$ cat src/inc/llpc_pkg.sv
package llpc_pkg;
   localparam int         CNT_W        = 12;
   localparam logic [4:0] ADDR_CR0     = 5'h00;
   localparam logic [4:0] ADDR_CR1     = 5'h01;
   localparam logic [4:0] ADDR_CR2     = 5'h02;
   localparam logic [4:0] ADDR_STAT    = 5'h07;
   localparam logic [4:0] ADDR_STEP    = 5'h01;
   localparam logic [7:0] RD_NONE      = 8'h00;
   // field positions, bit 0 sits on data line 0
   localparam int         CR0_MODE_LO  = 6;
   localparam int         CR0_CAPT     = 5;
   localparam int         CR0_SLICE_LO = 3;
   localparam int         CR0_OSC_LO   = 0;
   localparam int         CR1_ILACE    = 7;
   localparam int         CR1_CLK_DIS  = 6;
   localparam int         CR1_CS_DIS   = 5;
   localparam int         CR1_FS_DIS   = 4;
   localparam int         CR1_LS_DIS   = 3;
   localparam int         CR1_LL_CLR   = 2;
   localparam int         CR1_CMP_SEL  = 1;
   localparam int         CR1_PLIM     = 0;
   localparam int         CR2_TOL_LO   = 4;
   localparam int         CR2_MASK     = 3;
   localparam int         CR2_OVR      = 2;
   localparam int         CR2_SRC_LO   = 0;
   localparam int         STAT_LLS     = 0;
   localparam int         STAT_SEC     = 5;
   localparam logic       LOCK_RST     = 1'b1;
   // divider phase lengths in oscillator edges
   localparam logic [3:0] OSC_LOW_CNT  = 4'h2;
   localparam logic [3:0] OSC_HIGH_CNT = 4'h2;
   localparam logic [2:0] OSC_A        = 3'h0;
   localparam logic [2:0] OSC_A_N      = 3'h1;
   localparam logic [2:0] OSC_B        = 3'h2;
   localparam logic [2:0] OSC_B_N      = 3'h3;
   localparam logic [2:0] OSC_DIFF_A   = 3'h4;
   localparam logic [2:0] OSC_DIFF_B   = 3'h5;
   typedef enum logic [1:0] {
      MODE_RSV  = 2'b00,
      MODE_SYNC = 2'b01,
      MODE_DIVN = 2'b10,
      MODE_BOTH = 2'b11
   } llpc_mode_type;
   typedef enum logic [1:0] {
      SRC_OSC    = 2'b00,
      SRC_EXT    = 2'b01,
      SRC_DIRECT = 2'b10,
      SRC_RSV    = 2'b11
   } llpc_src_type;
   typedef enum logic [1:0] {
      PD_IDLE = 2'b00,
      PD_REF  = 2'b01,
      PD_CMP  = 2'b10
   } llpc_pd_type;
endpackage : llpc_pkg

$ cat src/inc/llpc_link_if.sv
`timescale 1ns/100ps
interface llpc_link_if;
   logic       osc_lvl;
   logic       ext_lvl;
   logic       use_ext;
   logic       direct;
   logic       restart;
   logic       stop;
   logic       pclk;
   logic       pix_rise;
   logic       sync_fall;
   logic       cmp_edge;
   logic       line_end;
   logic [3:0] tol;
   logic       limit;
   logic       lost;
   logic       good;
   logic       adj_en;
   modport gen (input osc_lvl, ext_lvl, use_ext, direct, restart, stop,
                output pclk, pix_rise);
   modport phs (input sync_fall, cmp_edge, pix_rise, line_end, tol, limit,
                output lost, good, adj_en);
endinterface : llpc_link_if

$ cat src/rtl/llpc_pixclk_gen.sv
`timescale 1ns/100ps
module llpc_pixclk_gen (
   input  wire logic ref_clk_i,
   input  wire logic sys_rst_i,
   input  wire logic ce_i,
   llpc_link_if.gen  lk
);
   logic       osc_q;
   logic       pclk_q;
   logic       pclk_d;
   logic       lvl_q;
   logic       lvl_d;
   logic [3:0] ph_q;
   logic [3:0] ph_d;
   logic [3:0] ph_nx;

   always_comb begin
      ph_nx  = ph_q + 4'h1;
      pclk_d = pclk_q;
      ph_d   = ph_q;
      if (lk.restart || lk.stop) begin
         pclk_d = 1'b1;
         ph_d   = 4'h0;
      end else if (lk.osc_lvl ^ osc_q) begin
         // both oscillator edges count
         ph_d = ph_nx;
         if (ph_nx == (pclk_q ? llpc_pkg::OSC_HIGH_CNT
                              : llpc_pkg::OSC_LOW_CNT)) begin
            pclk_d = ~pclk_q;
            ph_d   = 4'h0;
         end
      end
      if (lk.use_ext) begin
         lvl_d = lk.ext_lvl;
      end else if (lk.direct) begin
         lvl_d = lk.osc_lvl | lk.stop;
      end else begin
         lvl_d = pclk_d;
      end
   end

   always_ff @(posedge ref_clk_i) begin
      if (sys_rst_i) begin
         osc_q  <= 1'b0;
         pclk_q <= 1'b1;
         lvl_q  <= 1'b1;
         ph_q   <= 4'h0;
      end else if (ce_i) begin
         osc_q  <= lk.osc_lvl;
         pclk_q <= pclk_d;
         lvl_q  <= lvl_d;
         ph_q   <= ph_d;
      end
   end

   assign lk.pclk     = lvl_q;
   assign lk.pix_rise = lvl_d & ~lvl_q;
endmodule : llpc_pixclk_gen

$ cat src/rtl/llpc_phase_det.sv
`timescale 1ns/100ps
module llpc_phase_det (
   input  wire logic ref_clk_i,
   input  wire logic sys_rst_i,
   input  wire logic ce_i,
   llpc_link_if.phs  lk
);
   llpc_pkg::llpc_pd_type st_q;
   llpc_pkg::llpc_pd_type st_d;
   logic [4:0]            cnt_q;
   logic [4:0]            cnt_d;
   logic [4:0]            lim;
   logic                  pair_q;
   logic                  pair_d;
   logic                  other;

   always_comb begin
      lim     = {1'b0, lk.tol} + 5'h01;
      st_d    = st_q;
      cnt_d   = cnt_q;
      pair_d  = pair_q;
      lk.lost = 1'b0;
      lk.good = 1'b0;
      other   = (st_q == llpc_pkg::PD_REF) ? lk.cmp_edge : lk.sync_fall;
      unique case (st_q)
         llpc_pkg::PD_IDLE: begin
            cnt_d = 5'h00;
            if (lk.sync_fall && lk.cmp_edge) begin
               lk.good = 1'b1;
               pair_d  = 1'b1;
            end else if (lk.sync_fall || lk.cmp_edge) begin
               st_d   = lk.sync_fall ? llpc_pkg::PD_REF : llpc_pkg::PD_CMP;
               pair_d = 1'b0;
            end else if (lk.line_end) begin
               pair_d = 1'b0; // no sync pending at line end, pairing dropped
            end
         end
         llpc_pkg::PD_REF, llpc_pkg::PD_CMP: begin
            if (other) begin
               lk.good = 1'b1;
               pair_d  = 1'b1;
               st_d    = llpc_pkg::PD_IDLE;
            end else if (lk.line_end ||
                         (lk.pix_rise && cnt_q == lim)) begin
               lk.lost = 1'b1; // gap beyond tolerance or missing
               st_d    = llpc_pkg::PD_IDLE;
            end else if (lk.pix_rise) begin
               cnt_d = cnt_q + 5'h01;
            end
         end
         default: st_d = llpc_pkg::PD_IDLE;
      endcase
   end

   always_ff @(posedge ref_clk_i) begin
      if (sys_rst_i) begin
         st_q   <= llpc_pkg::PD_IDLE;
         cnt_q  <= 5'h00;
         pair_q <= 1'b0;
      end else if (ce_i) begin
         st_q   <= st_d;
         cnt_q  <= cnt_d;
         pair_q <= pair_d;
      end
   end

   // limiting gates adjustment to lines where both syncs were paired
   assign lk.adj_en = ~lk.limit | pair_q;
endmodule : llpc_phase_det

$ cat src/rtl/llpc_top.sv
`timescale 1ns/100ps
module llpc_top (
   input  wire logic        ref_clk_i,
   input  wire logic        sys_rst_i,
   input  wire logic        ce_i,
   input  wire logic [7:0]  host_data_i,
   output logic      [7:0]  host_data_o,
   output logic             host_data_oe_n_o,
   input  wire logic        host_rd_n_i,
   input  wire logic        host_wr_n_i,
   input  wire logic        host_a0_i,
   input  wire logic        composite_sync_n_i,
   output logic             composite_sync_n_o,
   output logic             composite_sync_oe_n_o,
   input  wire logic        frame_sync_n_i,
   input  wire logic        field_i,
   output logic             frame_sync_n_o,
   output logic             frame_sync_oe_n_o,
   input  wire logic        line_sync_gen_i,
   input  wire logic        line_sync_i,
   output logic             line_sync_o,
   output logic             line_sync_oe_n_o,
   input  wire logic        oscillator_input_a_i,
   input  wire logic        oscillator_input_a_n_i,
   input  wire logic        oscillator_input_b_i,
   input  wire logic        oscillator_input_b_n_i,
   input  wire logic        pixel_clock_i,
   output logic             pixel_clock_o,
   output logic             pixel_clock_oe_n_o,
   input  wire logic [11:0] line_length_count_i,
   output logic             capture_o,
   output logic      [1:0]  sync_slice_level_o,
   output logic             interlace_mode_o,
   output logic             phase_adjust_en_o
);
   llpc_link_if lk ();

   logic [7:0]                 cr0_q;
   logic [7:0]                 cr0_d;
   logic [7:0]                 cr1_q;
   logic [7:0]                 cr1_d;
   logic [7:0]                 cr2_q;
   logic [7:0]                 cr2_d;
   logic [4:0]                 addr_q;
   logic [4:0]                 addr_d;
   logic                       wr_q;
   logic                       rd_q;
   logic [7:0]                 rdat_q;
   logic [7:0]                 rdat_d;
   logic                       wr_fall;
   logic                       rd_rise;
   logic                       sy1_q;
   logic                       sy2_q;
   logic                       sy3_q;
   logic                       fs_q;
   logic                       hs_q;
   logic                       hs_sel;
   logic [llpc_pkg::CNT_W-1:0] cnt_q;
   logic [llpc_pkg::CNT_W-1:0] cnt_d;
   logic                       at_len;
   logic                       lls_q;
   logic                       lls_d;
   logic                       sec_q;
   logic                       sec_d;
   logic                       lck_q;
   logic                       lck_d;
   logic                       cap_q;
   logic                       cap_d;
   logic                       wr_cr1;
   logic                       restore;
   logic                       clr_st;
   logic                       vs_fall;
   llpc_pkg::llpc_mode_type    mode;
   llpc_pkg::llpc_src_type     src;

   // host port: synchronous strobes, act on write fall and read end
   always_comb begin
      wr_fall = wr_q & ~host_wr_n_i;
      rd_rise = ~rd_q & host_rd_n_i;
      cr0_d   = cr0_q;
      cr1_d   = cr1_q;
      cr2_d   = cr2_q;
      addr_d  = addr_q;
      if (wr_fall && !host_a0_i) begin
         addr_d = host_data_i[4:0];
      end else if (wr_fall) begin
         unique case (addr_q)
            llpc_pkg::ADDR_CR0: cr0_d = host_data_i;
            llpc_pkg::ADDR_CR1: cr1_d = host_data_i;
            llpc_pkg::ADDR_CR2: cr2_d = host_data_i;
            default:            cr0_d = cr0_q;
         endcase
         addr_d = addr_q + llpc_pkg::ADDR_STEP;
      end else if (rd_rise && host_a0_i) begin
         addr_d = addr_q + llpc_pkg::ADDR_STEP;
      end
      rdat_d = llpc_pkg::RD_NONE;
      if (!host_a0_i) begin
         rdat_d[4:0] = addr_q;
      end else begin
         unique case (addr_q)
            llpc_pkg::ADDR_CR0:  rdat_d = cr0_q;
            llpc_pkg::ADDR_CR1:  rdat_d = cr1_q;
            llpc_pkg::ADDR_CR2:  rdat_d = cr2_q;
            llpc_pkg::ADDR_STAT: begin
               rdat_d[llpc_pkg::STAT_LLS] = lls_q;
               rdat_d[llpc_pkg::STAT_SEC] = sec_q;
            end
            default:             rdat_d = llpc_pkg::RD_NONE;
         endcase
      end
   end

   // command registers keep no reset value: software must load them
   always_ff @(posedge ref_clk_i) begin
      if (ce_i) begin
         cr0_q <= cr0_d;
         cr1_q <= cr1_d;
         cr2_q <= cr2_d;
      end
   end

   always_ff @(posedge ref_clk_i) begin
      if (sys_rst_i) begin
         addr_q <= 5'h00;
         wr_q   <= 1'b1;
         rd_q   <= 1'b1;
         rdat_q <= llpc_pkg::RD_NONE;
      end else if (ce_i) begin
         addr_q <= addr_d;
         wr_q   <= host_wr_n_i;
         rd_q   <= host_rd_n_i;
         rdat_q <= rdat_d;
      end
   end

   assign host_data_o      = rdat_q;
   assign host_data_oe_n_o = host_rd_n_i;

   assign mode = llpc_pkg::llpc_mode_type'(cr0_q[llpc_pkg::CR0_MODE_LO +: 2]);
   assign src  = llpc_pkg::llpc_src_type'(cr2_q[llpc_pkg::CR2_SRC_LO +: 2]);

   // oscillator source select, reserved codes give a quiet input
   always_comb begin
      unique case (cr0_q[llpc_pkg::CR0_OSC_LO +: 3])
         llpc_pkg::OSC_A:      lk.osc_lvl = oscillator_input_a_i;
         llpc_pkg::OSC_A_N:    lk.osc_lvl = oscillator_input_a_n_i;
         llpc_pkg::OSC_B:      lk.osc_lvl = oscillator_input_b_i;
         llpc_pkg::OSC_B_N:    lk.osc_lvl = oscillator_input_b_n_i;
         llpc_pkg::OSC_DIFF_A: lk.osc_lvl = oscillator_input_a_i &
                                            ~oscillator_input_a_n_i;
         llpc_pkg::OSC_DIFF_B: lk.osc_lvl = oscillator_input_b_i &
                                            ~oscillator_input_b_n_i;
         default:              lk.osc_lvl = 1'b0;
      endcase
   end

   assign lk.ext_lvl = pixel_clock_i;
   assign lk.use_ext = cr1_q[llpc_pkg::CR1_CLK_DIS] |
                       (src == llpc_pkg::SRC_EXT);
   assign lk.direct  = (src == llpc_pkg::SRC_DIRECT);
   assign lk.restart = lk.sync_fall;
   // mask is meaningless on an external clock, nothing to stop
   assign lk.stop    = at_len & ~lk.use_ext &
                       ((mode == llpc_pkg::MODE_SYNC) |
                        cr2_q[llpc_pkg::CR2_MASK]);

   llpc_pixclk_gen u_gen (
      .ref_clk_i (ref_clk_i),
      .sys_rst_i (sys_rst_i),
      .ce_i      (ce_i),
      .lk        (lk.gen)
   );

   // horizontal counter
   always_comb begin
      at_len = (cnt_q == line_length_count_i);
      cnt_d  = cnt_q;
      if (lk.sync_fall && (mode == llpc_pkg::MODE_SYNC ||
                           mode == llpc_pkg::MODE_BOTH)) begin
         cnt_d = '0;
      end else if (lk.pix_rise) begin
         if (at_len && mode == llpc_pkg::MODE_SYNC) begin
            cnt_d = cnt_q;
         end else if (at_len && mode != llpc_pkg::MODE_RSV) begin
            cnt_d = '0;
         end else begin
            cnt_d = cnt_q + 12'h001;
         end
      end
   end

   // lock status and capture
   always_comb begin
      wr_cr1  = wr_fall & host_a0_i & (addr_q == llpc_pkg::ADDR_CR1);
      restore = wr_cr1 & ~cr1_q[llpc_pkg::CR1_ILACE] &
                host_data_i[llpc_pkg::CR1_ILACE];
      clr_st  = wr_cr1 & ~host_data_i[llpc_pkg::CR1_LL_CLR];
      vs_fall = fs_q & ~frame_sync_n_i;
      lls_d   = lls_q;
      sec_d   = sec_q;
      if (restore) begin
         lls_d = 1'b1;
      end
      if (clr_st || lk.lost) begin
         lls_d = 1'b0; // detected loss wins
      end
      if (clr_st) begin
         sec_d = 1'b0;
      end
      lck_d = lk.good ? 1'b1 : (lk.lost ? 1'b0 : lck_q);
      cap_d = (vs_fall && field_i) ? cr0_q[llpc_pkg::CR0_CAPT] : cap_q;
   end

   always_ff @(posedge ref_clk_i) begin
      if (sys_rst_i) begin
         cnt_q <= '0;
         sy1_q <= 1'b1;
         sy2_q <= 1'b1;
         sy3_q <= 1'b1;
         fs_q  <= 1'b1;
         hs_q  <= 1'b0;
         lls_q <= llpc_pkg::LOCK_RST;
         sec_q <= llpc_pkg::LOCK_RST;
         lck_q <= llpc_pkg::LOCK_RST;
         cap_q <= 1'b0;
      end else if (ce_i) begin
         cnt_q <= cnt_d;
         sy1_q <= composite_sync_n_i;
         sy2_q <= sy1_q;
         sy3_q <= sy2_q;
         fs_q  <= frame_sync_n_i;
         hs_q  <= hs_sel;
         lls_q <= lls_d;
         sec_q <= sec_d;
         lck_q <= lck_d;
         cap_q <= cap_d;
      end
   end

   assign lk.sync_fall = sy3_q & ~sy2_q;
   assign hs_sel       = cr1_q[llpc_pkg::CR1_CMP_SEL] ? line_sync_gen_i
                                                      : line_sync_i;
   assign lk.cmp_edge  = hs_sel & ~hs_q;
   assign lk.line_end  = lk.pix_rise & at_len;
   assign lk.tol       = cr2_q[llpc_pkg::CR2_TOL_LO +: 4];
   assign lk.limit     = cr1_q[llpc_pkg::CR1_PLIM] &
                         (lck_q | ~cr2_q[llpc_pkg::CR2_OVR]);

   llpc_phase_det u_phs (
      .ref_clk_i (ref_clk_i),
      .sys_rst_i (sys_rst_i),
      .ce_i      (ce_i),
      .lk        (lk.phs)
   );

   // sync pass-through and pin enables
   always_ff @(posedge ref_clk_i) begin
      if (sys_rst_i) begin
         composite_sync_n_o <= 1'b1;
         frame_sync_n_o     <= 1'b1;
         line_sync_o        <= 1'b0;
      end else if (ce_i) begin
         composite_sync_n_o <= sy2_q;
         frame_sync_n_o     <= frame_sync_n_i;
         line_sync_o        <= line_sync_gen_i;
      end
   end

   assign composite_sync_oe_n_o = cr1_q[llpc_pkg::CR1_CS_DIS];
   assign frame_sync_oe_n_o     = cr1_q[llpc_pkg::CR1_FS_DIS];
   assign line_sync_oe_n_o      = cr1_q[llpc_pkg::CR1_LS_DIS];
   assign pixel_clock_oe_n_o    = cr1_q[llpc_pkg::CR1_CLK_DIS];
   assign pixel_clock_o         = lk.pclk;
   assign sync_slice_level_o    = cr0_q[llpc_pkg::CR0_SLICE_LO +: 2];
   assign interlace_mode_o      = cr1_q[llpc_pkg::CR1_ILACE];
   assign phase_adjust_en_o     = lk.adj_en;
   assign capture_o             = cap_q;
endmodule : llpc_top

$ cat config.mk
export PLATFORM = sky130hd
export DESIGN_NAME = llpc_top
export DESIGN_NICKNAME = d
export VERILOG_FILES = /design/src/inc/llpc_pkg.sv /design/src/inc/llpc_link_if.sv /design/src/rtl/llpc_pixclk_gen.sv /design/src/rtl/llpc_phase_det.sv /design/src/rtl/llpc_top.sv
export SDC_FILE = /design/constraint.sdc
export NUM_CORES = 1
export LEC_CHECK = 0
export ABC_AREA = 1
export BUFFER_PORTS_ARGS = -buffer_cell sky130_fd_sc_hd__buf_2
export CAP_MARGIN = 20
export CORE_MARGIN = 1
export CORE_UTILIZATION = 30
export DETAILED_ROUTE_END_ITERATION = 10
export GPL_TIMING_DRIVEN = 0
export MAX_ROUTING_LAYER = met4
export PLACE_DENSITY = 0.51
export SLEW_MARGIN = 20
export SYNTH_ARGS = -nofsm -noshare
export SYNTH_HDL_FRONTEND = slang
export SYNTH_SLANG_ARGS = --single-unit
$ cat constraint.sdc
create_clock -name ref_clk_i -period 2.66 [get_ports ref_clk_i]
set_input_delay 0.532 -clock ref_clk_i [delete_from_list [all_inputs] [get_ports ref_clk_i]]
set_output_delay 0.532 -clock ref_clk_i [all_outputs]
set_load 0.05 [all_outputs]
==> results of run 1 <==
## path summary, 6_finish.rpt
path | end | slack [ns] | from | depth (start not counted)
worst min-delay path | cr1_q[5] | 0.41 | host_data_i[5] | 1
worst min register to register | capture_o | 0.46 | capture_o | 2
worst max register to register | u_phs.cnt_q[2] | 0.37 | cr2_q[4] | 10
worst max-delay path | u_phs.cnt_q[2] | 0.37 | cr2_q[4] | 10
## registers in the layout, indices dropped and copies added, names as in the netlist, 2 cells and up
signal and count:
cnt_q 12, cr0_q 8, cr1_q 8, cr2_q 8
host_data_o 8, addr_q 5, u_phs.cnt_q 5, u_gen.ph_q 4
u_phs.st_q 2
## power groups by stage
stage               sequential, mW  combinational [mW]  clock (mW)
floorplan                     1.35               0.329           0
global placement              1.32               0.508           0
detailed placement            1.32               0.519           0
CTS                           1.29               0.521        1.26
global route                  1.30               0.587        1.30
finish                        1.29               0.520        1.22
## cell type report
cell class,instances,share of cell area (%)
timing repair buffer,55,5.43
clock buffer,10,4.52
inverter,78,5.78
clock inverter,6,1.26
sequential,76,34.8
buffer,16,1.70
multi-input combinational,411,42.1
tap,180,4.44
## cells by family (layout without fill, tap and decap cells)
kind of cell	count (synthesis)	count (layout)	synth area share, %
simple gates	283	283	29.6
flops	76	76	41.2
xor+xnor	16	16	3.28
compound gates	100	100	13.5
fa+ha+maj	12	12	3.51
buf+inv	94	165	8.87
## layer usage
metal	global-route usage, %	routed length, um	vias up
met5	-	0	-
met4	6.10	120	0
met2	29.2	5660	105
met3	3.38	573	8
met1	23.3	5760	1810
li1	-	-	2055
## cell usage in the layout, fill, tap and decap left out, types with 3 or more instances in the layout
master	n
sky130_fd_sc_hd__nand2_1	149
sky130_fd_sc_hd__xor2_1	9
sky130_fd_sc_hd__nor2_2	3
sky130_fd_sc_hd__o21ai_0	31
sky130_fd_sc_hd__inv_1	75
sky130_fd_sc_hd__a221oi_1	3
sky130_fd_sc_hd__edfxtp_1	24
sky130_fd_sc_hd__a21oi_1	40
sky130_fd_sc_hd__inv_2	3
sky130_fd_sc_hd__o211ai_1	3
sky130_fd_sc_hd__nor2_1	48
sky130_fd_sc_hd__dfxtp_1	52
sky130_fd_sc_hd__nand3_1	46
sky130_fd_sc_hd__a21oi_2	4
sky130_fd_sc_hd__buf_4	3
sky130_fd_sc_hd__clkbuf_16	9
sky130_fd_sc_hd__a31oi_1	6
sky130_fd_sc_hd__ha_1	12
sky130_fd_sc_hd__buf_2	58
sky130_fd_sc_hd__nor3_1	11
sky130_fd_sc_hd__xnor2_1	7
sky130_fd_sc_hd__o22ai_1	3
sky130_fd_sc_hd__nand3_2	5
sky130_fd_sc_hd__nand4_1	8
sky130_fd_sc_hd__clkbuf_1	9
## per-stage QoR
stage	power, mW	setup WS (ns)	instance area, sq um	hold slack, ns
floorplan	1.68	0.647	4280	0.429
global placement	1.82	0.230	4780	0.438
detailed placement	1.84	0.226	4780	0.446
CTS	3.07	0.385	5070	0.396
global route	3.19	0.125	5070	0.399
finish	3.04	0.369	5070	0.406
==> run_results.csv, run 1 <==
group,metric,value,unit
cells_and_area,regArea,1760,sq um
global_route,antenna_found_initial,0,
cts,cts_max_path_buffers,2,
setup_path,cp_cell_sequence,"ha_1, xor2_1, nor3_1, nand2_1, o31ai_1, nor2_1, nand4_2, nand2_1, nand2_1, a21oi_1",
timing,final_hold_viol_count,0,
cts,tritoncts_clock_tree,"built",
synth,share_of_synthesized_area_occupied_by_flip_flops_and_latches,41.2,%
timing,drv_slew,0,
synth,synth_top_cells_by_count,"sky130_fd_sc_hd__nand2_1 (149), sky130_fd_sc_hd__inv_1 (75), sky130_fd_sc_hd__dfxtp_1 (52)",
synth,dominantRegCellSynth,"sky130_fd_sc_hd__dfxtp_1",
cells_and_area,multi_input_comb_area,2130,sq um
cells_and_area,finish.utilization,36.5,%
pwr,cellLeakagePower,2.21,nW
floorplan,dieHeight,121,um
cts,h-tree-depth,3,
setup_path,crit_slowest_cell,"sky130_fd_sc_hd__edfxtp_1",
cts,cts_post_setup_buffers_inserted,0,
pwr,p_clk_share,40.3,%
synth,synth_nets,629,
drt,detail_route.drc_violations,0,
drt,wl,12100,um
synth,post_synth_instance_area,4280,sq um
global_route,grt_overflow_total,0,
place,numPortBuffers,55,
global_route,grt_first_pass_wirelength,20000,um
timing,timing.final.setup_violations,0,
setup_path,crit_path_max_incr_delay,0.46,ns
floorplan,placementRows,43,
cts,sinks_on_the_clock_net,76,
synth,yosys.cell_count.top_type,"sky130_fd_sc_hd__nand2_1",
synth,synth.distinct_cells,42,
synth,postSynth.asyncResetShare,0,%
synth,synthDominantAreaCellType,"sky130_fd_sc_hd__dfxtp_1",
cells_and_area,fillerInstances,1487,
pwr,p_comb_share,17.1,%
cts,cts-hold-fix-buffers,0,
timing,rsz0062_at_grt,"no",
synth,synth-seq-cells,76,
flow_run,cap_violations,0,
run_status,status,"completed",
timing,relative_max_transition_margin,33.5,%
timing,timing.setup.tns,0,ns
pwr,seq_power_share,42.6,%
cts,clock-root-buffer,"sky130_fd_sc_hd__clkbuf_16",
floorplan,initial_core_util,30.8,%
setup_path,end_kind,"flip-flop",
cts,clk-insertion-delay-late,0.34,ns
synth,synth.top_cell.area_share,24.3,%
pwr,power.net_switching,0.902,mW
synth,number_of_synthesized_flops_with_an_enable_pin,24,
setup_path,cp-start-kind,"flip-flop",
synth,post_synth_inst_count,581,
timing,worst-slew-pin-transition,0.989,ns
place,place_inst,816,
global_route,number_of_global_route_vias_before_repair,3894,
synth,postSynthAreaPerCell,7.36,sq um
cells_and_area,inserted_diodes,0,
min_path,min-delay-path-class,"in2reg",
floorplan,dieWidth,121,um
cells_and_area,drive_gt1_share,15.5,%
place,globalplace.congestion,0.847,
pwr,pwr_density_cell,599,nW/um^2
global_route,grt_start_max_net_pins,14,
global_route,grt_util_all_layers,18.3,%
setup_path,worst-endpoint-arrival,2.48,ns
drt,routed_via_density,4.78,
cts,clkSlewWorstSetupHoldPaths,0.06,ns
cts,cts-buffers-inserted,9,
pwr,ir_worst_vdd,0.000316,V
setup_path,worst-endpoint-required,2.85,ns
place,dp_hpwl,9230,um
timing,final.period_utilization,86.1,%
pwr,power.share.switching,29.7,%
pwr,internal-power,2.14,mW
floorplan,io_pins,58,
synth,synthTopCellsByArea,"sky130_fd_sc_hd__dfxtp_1 (24%), sky130_fd_sc_hd__edfxtp_1 (17%), sky130_fd_sc_hd__nand2_1 (13%)",
synth,yosys_warnings,0,
drt,drt_pass1_iterations,5,
setup_path,worstPathMaxFanout,6,
timing,final.setup_skew,0.0105,ns
setup_path,worst_path_most_repeated_cell,"sky130_fd_sc_hd__nand2_1",
floorplan,dieArea,14700,sq um
setup_path,worstPathBufferInverterCount,0,
drt,antenna_violating_nets_left,0,
floorplan,area_inside_the_core_boundary,13900,sq um
cells_and_area,layoutNonFillerInstCount,832,
cells_and_area,finish.net_count,695,
setup_path,path_delay_family,"simple AND/OR/NAND/NOR gates",
timing,fmax,0.436,GHz
drt,drt_iter0_markers,207,
drt,wire_per_inst,14.6,um
setup_path,crit_type,"reg2reg",
timing,final_period_minus_worst_setup_slack,2.29,ns
drt,vias,3978,
cts,cts_resized,0,
cells_and_area,area_delta_synth_final,18.6,%
Note: power is estimated with default switching activity, not from simulation.
==> run 2: changes to the inputs <==
--- a/config.mk
+++ b/config.mk
@@ -9,11 +9,11 @@
 export BUFFER_PORTS_ARGS = -buffer_cell sky130_fd_sc_hd__buf_2
 export CAP_MARGIN = 20
 export CORE_MARGIN = 1
-export CORE_UTILIZATION = 30
+export CORE_UTILIZATION = 58
 export DETAILED_ROUTE_END_ITERATION = 10
 export GPL_TIMING_DRIVEN = 0
 export MAX_ROUTING_LAYER = met4
-export PLACE_DENSITY = 0.51
+export PLACE_DENSITY = 0.84
 export SLEW_MARGIN = 20
 export SYNTH_ARGS = -nofsm -noshare
 export SYNTH_HDL_FRONTEND = slang
==> run_results.csv, run 2 (synthesis results as in run 1) <==
group,metric,value,unit
cts,cts_max_path_buffers,2,
cts,cts-buffers-inserted,9,
global_route,grt_util_all_layers,32.4,%
floorplan,area_inside_the_core_boundary,6940,sq um
drt,antenna_violating_nets_left,0,
place,dp_hpwl,8370,um
pwr,seq_power_share,48.1,%
pwr,power.share.switching,31.6,%
floorplan,placementRows,30,
setup_path,crit_path_start,"addr_q[0]",
global_route,grt_overflow_total,0,
cells_and_area,final_area,4860,sq um
pwr,power.net_switching,0.847,mW
floorplan,io_pins,58,
cells_and_area,inserted_diodes,0,
timing,final.period_utilization,85.2,%
setup_path,end_kind,"flip-flop",
drt,drt_iter0_markers,221,
cells_and_area,multi_input_comb_area,2130,sq um
setup_path,crit_slowest_cell,"sky130_fd_sc_hd__o311ai_0",
setup_path,worstPathBufferInverterCount,2,
setup_path,cp-start-kind,"flip-flop",
cts,h-tree-depth,3,
global_route,antenna_found_initial,0,
cts,clk-insertion-delay-late,0.36,ns
drt,wire_per_inst,15.3,um
setup_path,path_delay_family,"compound AO/OA/AOI/OAI gates",
cts,sinks_on_the_clock_net,76,
cts,cts-hold-fix-buffers,0,
place,numPortBuffers,55,
setup_path,worst-endpoint-arrival,2.49,ns
min_path,worst_hold_startpoint,"host_data_i[6]",
floorplan,initial_core_util,61.6,%
timing,timing.setup.tns,0,ns
drt,detail_route.drc_violations,0,
setup_path,worst-endpoint-required,2.88,ns
cts,cts_post_setup_buffers_inserted,0,
place,globalplace.congestion,0.894,
timing,fmax,0.441,GHz
drt,drt_pass1_iterations,6,
floorplan,dieHeight,87.9,um
cells_and_area,layoutNonFillerInstCount,748,
cts,tritoncts_clock_tree,"built",
drt,vias,4247,
run_status,status,"completed",
timing,worst-slew-pin-transition,1.01,ns
setup_path,worstPathMaxFanout,6,
cts,cts_resized,0,
cts,clock-root-buffer,"sky130_fd_sc_hd__clkbuf_8",
cells_and_area,layout.cells.most_common,"sky130_fd_sc_hd__nand2_1",
global_route,number_of_global_route_vias_before_repair,3981,
timing,timing.final.setup_violations,0,
timing,setup_slack,0.394,ns
cells_and_area,mostFrequentLayoutCells,"sky130_fd_sc_hd__nand2_1 (149), sky130_fd_sc_hd__inv_1 (75), sky130_fd_sc_hd__buf_2 (58)",
place,postPlaceCellArea,4670,sq um
cells_and_area,regArea,1760,sq um
place,setup_slack_at_placement,0.282,ns
cells_and_area,area_delta_synth_final,13.6,%
cts,clkSlewWorstSetupHoldPaths,0.08,ns
setup_path,cp_cell_sequence,"inv_1, ha_1, nand3_1, inv_1, o311ai_0, a31oi_1, a221oi_1, nor2_1",
setup_path,crit_type,"reg2reg",
setup_path,rr_startpoint,"addr_q[0]",
setup_path,crit_path_max_incr_delay,0.58,ns
timing,final.setup_skew,0.0130,ns
pwr,cellLeakagePower,2.17,nW
global_route,grt_first_pass_wirelength,18500,um
min_path,min-delay-path-class,"in2reg",
setup_path,ff2ff_setup_slack,0.39,ns
pwr,pwr_density_cell,553,nW/um^2
drt,routed_via_density,5.68,
timing,final_period_minus_worst_setup_slack,2.27,ns
pwr,p_comb_share,19.4,%
place,place_inst,732,
timing,rsz0062_at_grt,"no",
pwr,p_clk_share,32.6,%
drt,wl,11400,um
floorplan,dieWidth,87.9,um
floorplan,dieArea,7720,sq um
global_route,grt_start_max_net_pins,14,
flow_run,cap_violations,0,
setup_path,worst_path_most_repeated_cell,"sky130_fd_sc_hd__inv_1",
cells_and_area,fillerInstances,568,
timing,final_hold_viol_count,0,
pwr,ir_worst_vdd,0.000335,V
timing,drv_slew,0,
cells_and_area,finish.net_count,695,
timing,relative_max_transition_margin,31.8,%
cells_and_area,drive_gt1_share,15.5,%
pwr,internal-power,1.84,mW
cells_and_area,largest_reg_flops,12,
cells_and_area,largest-register,"cnt_q",
run 2: final cells by class:
| type | count | share of cell area [%] |
|---|---|---|
| plain buffers | 16 | 1.78 |
| clock buffers | 11 | 2.71 |
| clock inverters | 5 | 1.11 |
| multi-input cells | 411 | 44.0 |
| flip-flops and latches | 76 | 36.3 |
| inverters | 78 | 6.03 |
| repair buffers | 55 | 5.67 |
| well taps | 96 | 2.47 |
run 2: path summary, 6_finish.rpt:
| kind | endpoint | cells past startpoint |
|---|---|---|
| setup reg to reg | host_data_o[3] | 8 |
| hold reg to reg | capture_o | 2 |
| hold / removal | cr2_q[6] | 1 |
| setup / recovery | host_data_o[3] | 8 |
run 2: power by group through the flow:
stage	sequential (mW)	combinational (mW)	clock, mW
after floorplan	1.35	0.329	0
after global placement	1.31	0.490	0
after detailed placement	1.32	0.506	0
after CTS	1.29	0.511	0.868
after global routing	1.30	0.572	0.912
final	1.29	0.520	0.874
run 2: metal layers:
layer / part of all wire (%) / global-route usage (%) / wire length, um / vias up
met5: 0 / - / 0 / -
met4: 3.0 / 14.3 / 345 / 0
met3: 6.6 / 3.77 / 751 / 31
met2: 47 / 53.1 / 5370 / 194
met1: 43 / 40.1 / 4950 / 1975
li1: - / - / - / 2047
run 2: per-stage QoR:
stage          hold WS (ns)  total power, mW  util [%]
2_1_floorplan         0.429             1.68         -
3_3_place_gp          0.429             1.80      67.3
3_5_place_dp          0.457             1.82      67.3
4_1_cts               0.379             2.67      69.9
5_1_grt               0.383             2.78      69.9
6_report              0.378             2.69      69.9
==> run 3: changes to the inputs <==
--- a/config.mk
+++ b/config.mk
@@ -17,4 +17,5 @@
 export SLEW_MARGIN = 20
 export SYNTH_ARGS = -nofsm -noshare
 export SYNTH_HDL_FRONTEND = slang
+export SYNTH_HIERARCHICAL = 1
 export SYNTH_SLANG_ARGS = --single-unit
==> run_results.csv, run 3 <==
group,metric,value,unit
run_status,status,"finished, violations left",
run_status,violations,"negative setup slack",
floorplan,initial_core_util,60.8,%
setup_path,cp-start-kind,"flip-flop",
synth,post_synth_inst_count,641,
cts,clkSlewWorstSetupHoldPaths,0.08,ns
timing,final.setup_skew,0.00897,ns
timing,timing.final.setup_violations,13,
pwr,p_clk_share,32.3,%
pwr,power.net_switching,0.952,mW
setup_path,end_kind,"flip-flop",
setup_path,worst-endpoint-arrival,3.10,ns
synth,synth_nets,689,
cells_and_area,mostFrequentLayoutCells,"sky130_fd_sc_hd__nand2_1 (172), sky130_fd_sc_hd__inv_1 (91), sky130_fd_sc_hd__nor2_1 (75)",
cts,clk-insertion-delay-late,0.35,ns
floorplan,dieWidth,89.7,um
place,postPlaceCellArea,4880,sq um
setup_path,crit_slowest_cell,"sky130_fd_sc_hd__edfxtp_1",
drt,vias,4644,
timing,final_hold_viol_count,0,
cts,cts_max_path_buffers,2,
synth,yosys.cell_count.top_type,"sky130_fd_sc_hd__nand2_1",
place,dp_hpwl,8110,um
synth,postSynth.asyncResetShare,0,%
cells_and_area,area_delta_synth_final,24.1,%
pwr,cellLeakagePower,2.70,nW
drt,drt_pass1_iterations,5,
global_route,grt_first_pass_wirelength,18500,um
setup_path,worstPathBufferInverterCount,3,
global_route,grt_overflow_total,0,
setup_path,worstPathMaxFanout,3,
cts,clock-root-buffer,"sky130_fd_sc_hd__clkbuf_8",
cells_and_area,inserted_diodes,0,
synth,synthDominantAreaCellType,"sky130_fd_sc_hd__dfxtp_1",
cells_and_area,drive_gt1_share,24.1,%
synth,number_of_synthesized_flops_with_an_enable_pin,24,
cts,tritoncts_clock_tree,"built",
synth,synth_top_cells_by_count,"sky130_fd_sc_hd__nand2_1 (181), sky130_fd_sc_hd__inv_1 (99), sky130_fd_sc_hd__nor2_1 (82)",
synth,postSynthAreaPerCell,6.95,sq um
global_route,grt_start_max_net_pins,16,
setup_path,crit_path_max_incr_delay,0.43,ns
floorplan,io_pins,58,
timing,worst-slew-pin-transition,0.851,ns
flow_run,cap_violations,0,
cells_and_area,largest-register,"cnt_q",
synth,synthTopCellsByArea,"sky130_fd_sc_hd__dfxtp_1 (23%), sky130_fd_sc_hd__edfxtp_1 (16%), sky130_fd_sc_hd__nand2_1 (15%)",
setup_path,worst-endpoint-required,2.90,ns
global_route,number_of_global_route_vias_before_repair,4298,
floorplan,dieArea,8040,sq um
place,numPortBuffers,56,
cts,sinks_on_the_clock_net,76,
drt,drt_iter0_markers,275,
synth,synth-seq-cells,76,
synth,synth.top_cell.area_share,23.4,%
floorplan,area_inside_the_core_boundary,7330,sq um
cells_and_area,finish.net_count,789,
floorplan,dieHeight,89.7,um
timing,fmax,0.350,GHz
pwr,pwr_density_cell,539,nW/um^2
min_path,min-delay-path-class,"in2reg",
global_route,antenna_found_initial,0,
floorplan,placementRows,31,
place,globalplace.congestion,0.893,
drt,routed_via_density,5.50,
synth,yosys_warnings,6,
synth,dominantRegCellSynth,"sky130_fd_sc_hd__dfxtp_1",
cells_and_area,fillerInstances,508,
cts,cts-buffers-inserted,9,
pwr,p_comb_share,23.3,%
drt,wl,12100,um
setup_path,crit_type,"reg2reg",
drt,detail_route.drc_violations,0,
timing,rsz0062_at_grt,"yes",
timing,drv_slew,0,
cells_and_area,layoutNonFillerInstCount,845,
pwr,ir_worst_vdd,0.000361,V
synth,share_of_synthesized_area_occupied_by_flip_flops_and_latches,39.5,%
timing,relative_max_transition_margin,43.1,%
pwr,seq_power_share,44.4,%
place,place_inst,796,
timing,final_period_minus_worst_setup_slack,2.86,ns
setup_path,path_delay_family,"compound AO/OA/AOI/OAI gates",
setup_path,cp_cell_sequence,"inv_2, nor2_4, o21ai_2, inv_1, o21ai_2, xor2_2, nand4_1, nand4_1, nand2_2, a21oi_4, inv_2, a21oi_2, nand3_1, nor2_2, nand2_2, a21oi_2, nand2_1, a221o_1",
cells_and_area,largest_reg_flops,12,
pwr,internal-power,2.03,mW
cells_and_area,final_area,5530,sq um
timing,final.period_utilization,107,%
cells_and_area,layout.cells.most_common,"sky130_fd_sc_hd__nand2_1",
drt,wire_per_inst,14.4,um
synth,synth.distinct_cells,43,
drt,antenna_violating_nets_left,0,
synth,post_synth_instance_area,4460,sq um
timing,setup_slack,-0.199,ns
pwr,power.share.switching,31.9,%
global_route,grt_util_all_layers,31.3,%
cts,h-tree-depth,3,
run 3: changes by cell type after synthesis, moves of 5 or more:
cell and delta:
sky130_fd_sc_hd__xnor2_1 -5, sky130_fd_sc_hd__inv_1 +24, sky130_fd_sc_hd__a21oi_1 -6, sky130_fd_sc_hd__nand2_1 +32
sky130_fd_sc_hd__nand4_1 +6, sky130_fd_sc_hd__nor2_1 +34, sky130_fd_sc_hd__o221ai_1 +5, sky130_fd_sc_hd__nand3_1 -19
run 3: metrics by stage:
stage / util (%) / worst slack, ns / hold slack (ns) / total power [mW] / setup TNS [ns]
after floorplan: - / -0.00321 / 0.419 / 1.78 / -0.00321
after global placement: 66.6 / -0.466 / 0.434 / 1.92 / -4.14
after detailed placement: 66.6 / -0.534 / 0.445 / 1.94 / -5.17
after CTS: 74.2 / -0.190 / 0.380 / 2.94 / -1.39
after global routing: 75.5 / -0.331 / 0.382 / 3.11 / -3.68
final: 75.5 / -0.199 / 0.386 / 2.98 / -1.34
run 3: worst reg2reg max path, cell delays in order, from the launching register on:
cell	delay (ns)
sky130_fd_sc_hd__edfxtp_1	0.43
sky130_fd_sc_hd__inv_2	0.11
sky130_fd_sc_hd__nor2_4	0.04
sky130_fd_sc_hd__o21ai_2	0.13
sky130_fd_sc_hd__inv_1	0.07
sky130_fd_sc_hd__o21ai_2	0.18
sky130_fd_sc_hd__xor2_2	0.21
sky130_fd_sc_hd__nand4_1	0.17
sky130_fd_sc_hd__nand4_1	0.16
sky130_fd_sc_hd__nand2_2	0.09
sky130_fd_sc_hd__a21oi_4	0.19
sky130_fd_sc_hd__inv_2	0.08
sky130_fd_sc_hd__a21oi_2	0.11
sky130_fd_sc_hd__nand3_1	0.10
sky130_fd_sc_hd__nor2_2	0.10
sky130_fd_sc_hd__nand2_2	0.07
sky130_fd_sc_hd__a21oi_2	0.11
sky130_fd_sc_hd__nand2_1	0.08
sky130_fd_sc_hd__a221o_1	0.33
run 3: final cells by class:
type	instances	area, sq um	share of cell area [%]
tap	99	124	2.24
clock buffer	11	131	2.38
timing repair buffer	88	549	9.93
inverter	106	402	7.26
buffer	12	73.8	1.33
clock inverter	5	77.6	1.40
sequential	76	1770	32.1
multi-input combinational	448	2400	43.4
run 3: layer usage:
layer / global-route usage [%] / up-vias / routed length [um]
met2: 53.2 / 215 / 6040
li1: - / 2253 / -
met1: 34.6 / 2123 / 4870
met4: 18.8 / 0 / 493
met5: - / - / 0
met3: 4.94 / 53 / 739
run 3: kinds of logic after synthesis:
kind of cell	synth area share, %
compound gates	11.5
xor+xnor	1.74
fa+ha+maj	3.37
buf+inv	10.7
flops	39.5
mux	0.225
simple gates	33.0
run 3: worst paths after layout:
check                      start      endpoint  slack, ns  cells past startpoint
setup / recovery        cr0_q[0]         lck_q      -0.20                     18
hold reg to reg     u_phs/pair_q  u_phs/pair_q       0.45                      2
setup reg to reg        cr0_q[0]         lck_q      -0.20                     18
hold / removal    host_data_i[5]      cr0_q[5]       0.39                      1
run 3: power groups by stage:
stage	sequential (mW)	combinational [mW]	clock, mW
after floorplan	1.37	0.407	0
after global placement	1.34	0.575	0
after detailed placement	1.35	0.596	0
after CTS	1.32	0.656	0.964
after global routing	1.33	0.760	1.02
final	1.32	0.693	0.964
run 3: timing repair:
item | CTS | global route
setup buffers | 32 | 2
gates cloned | 1 | 1
pin swaps | 31 | 23
hold buffers | 0 | 0
endpoints found under the hold margin | 0 | 0
setup endpoints to repair | 19 | 22
resized for setup | 38 | 21
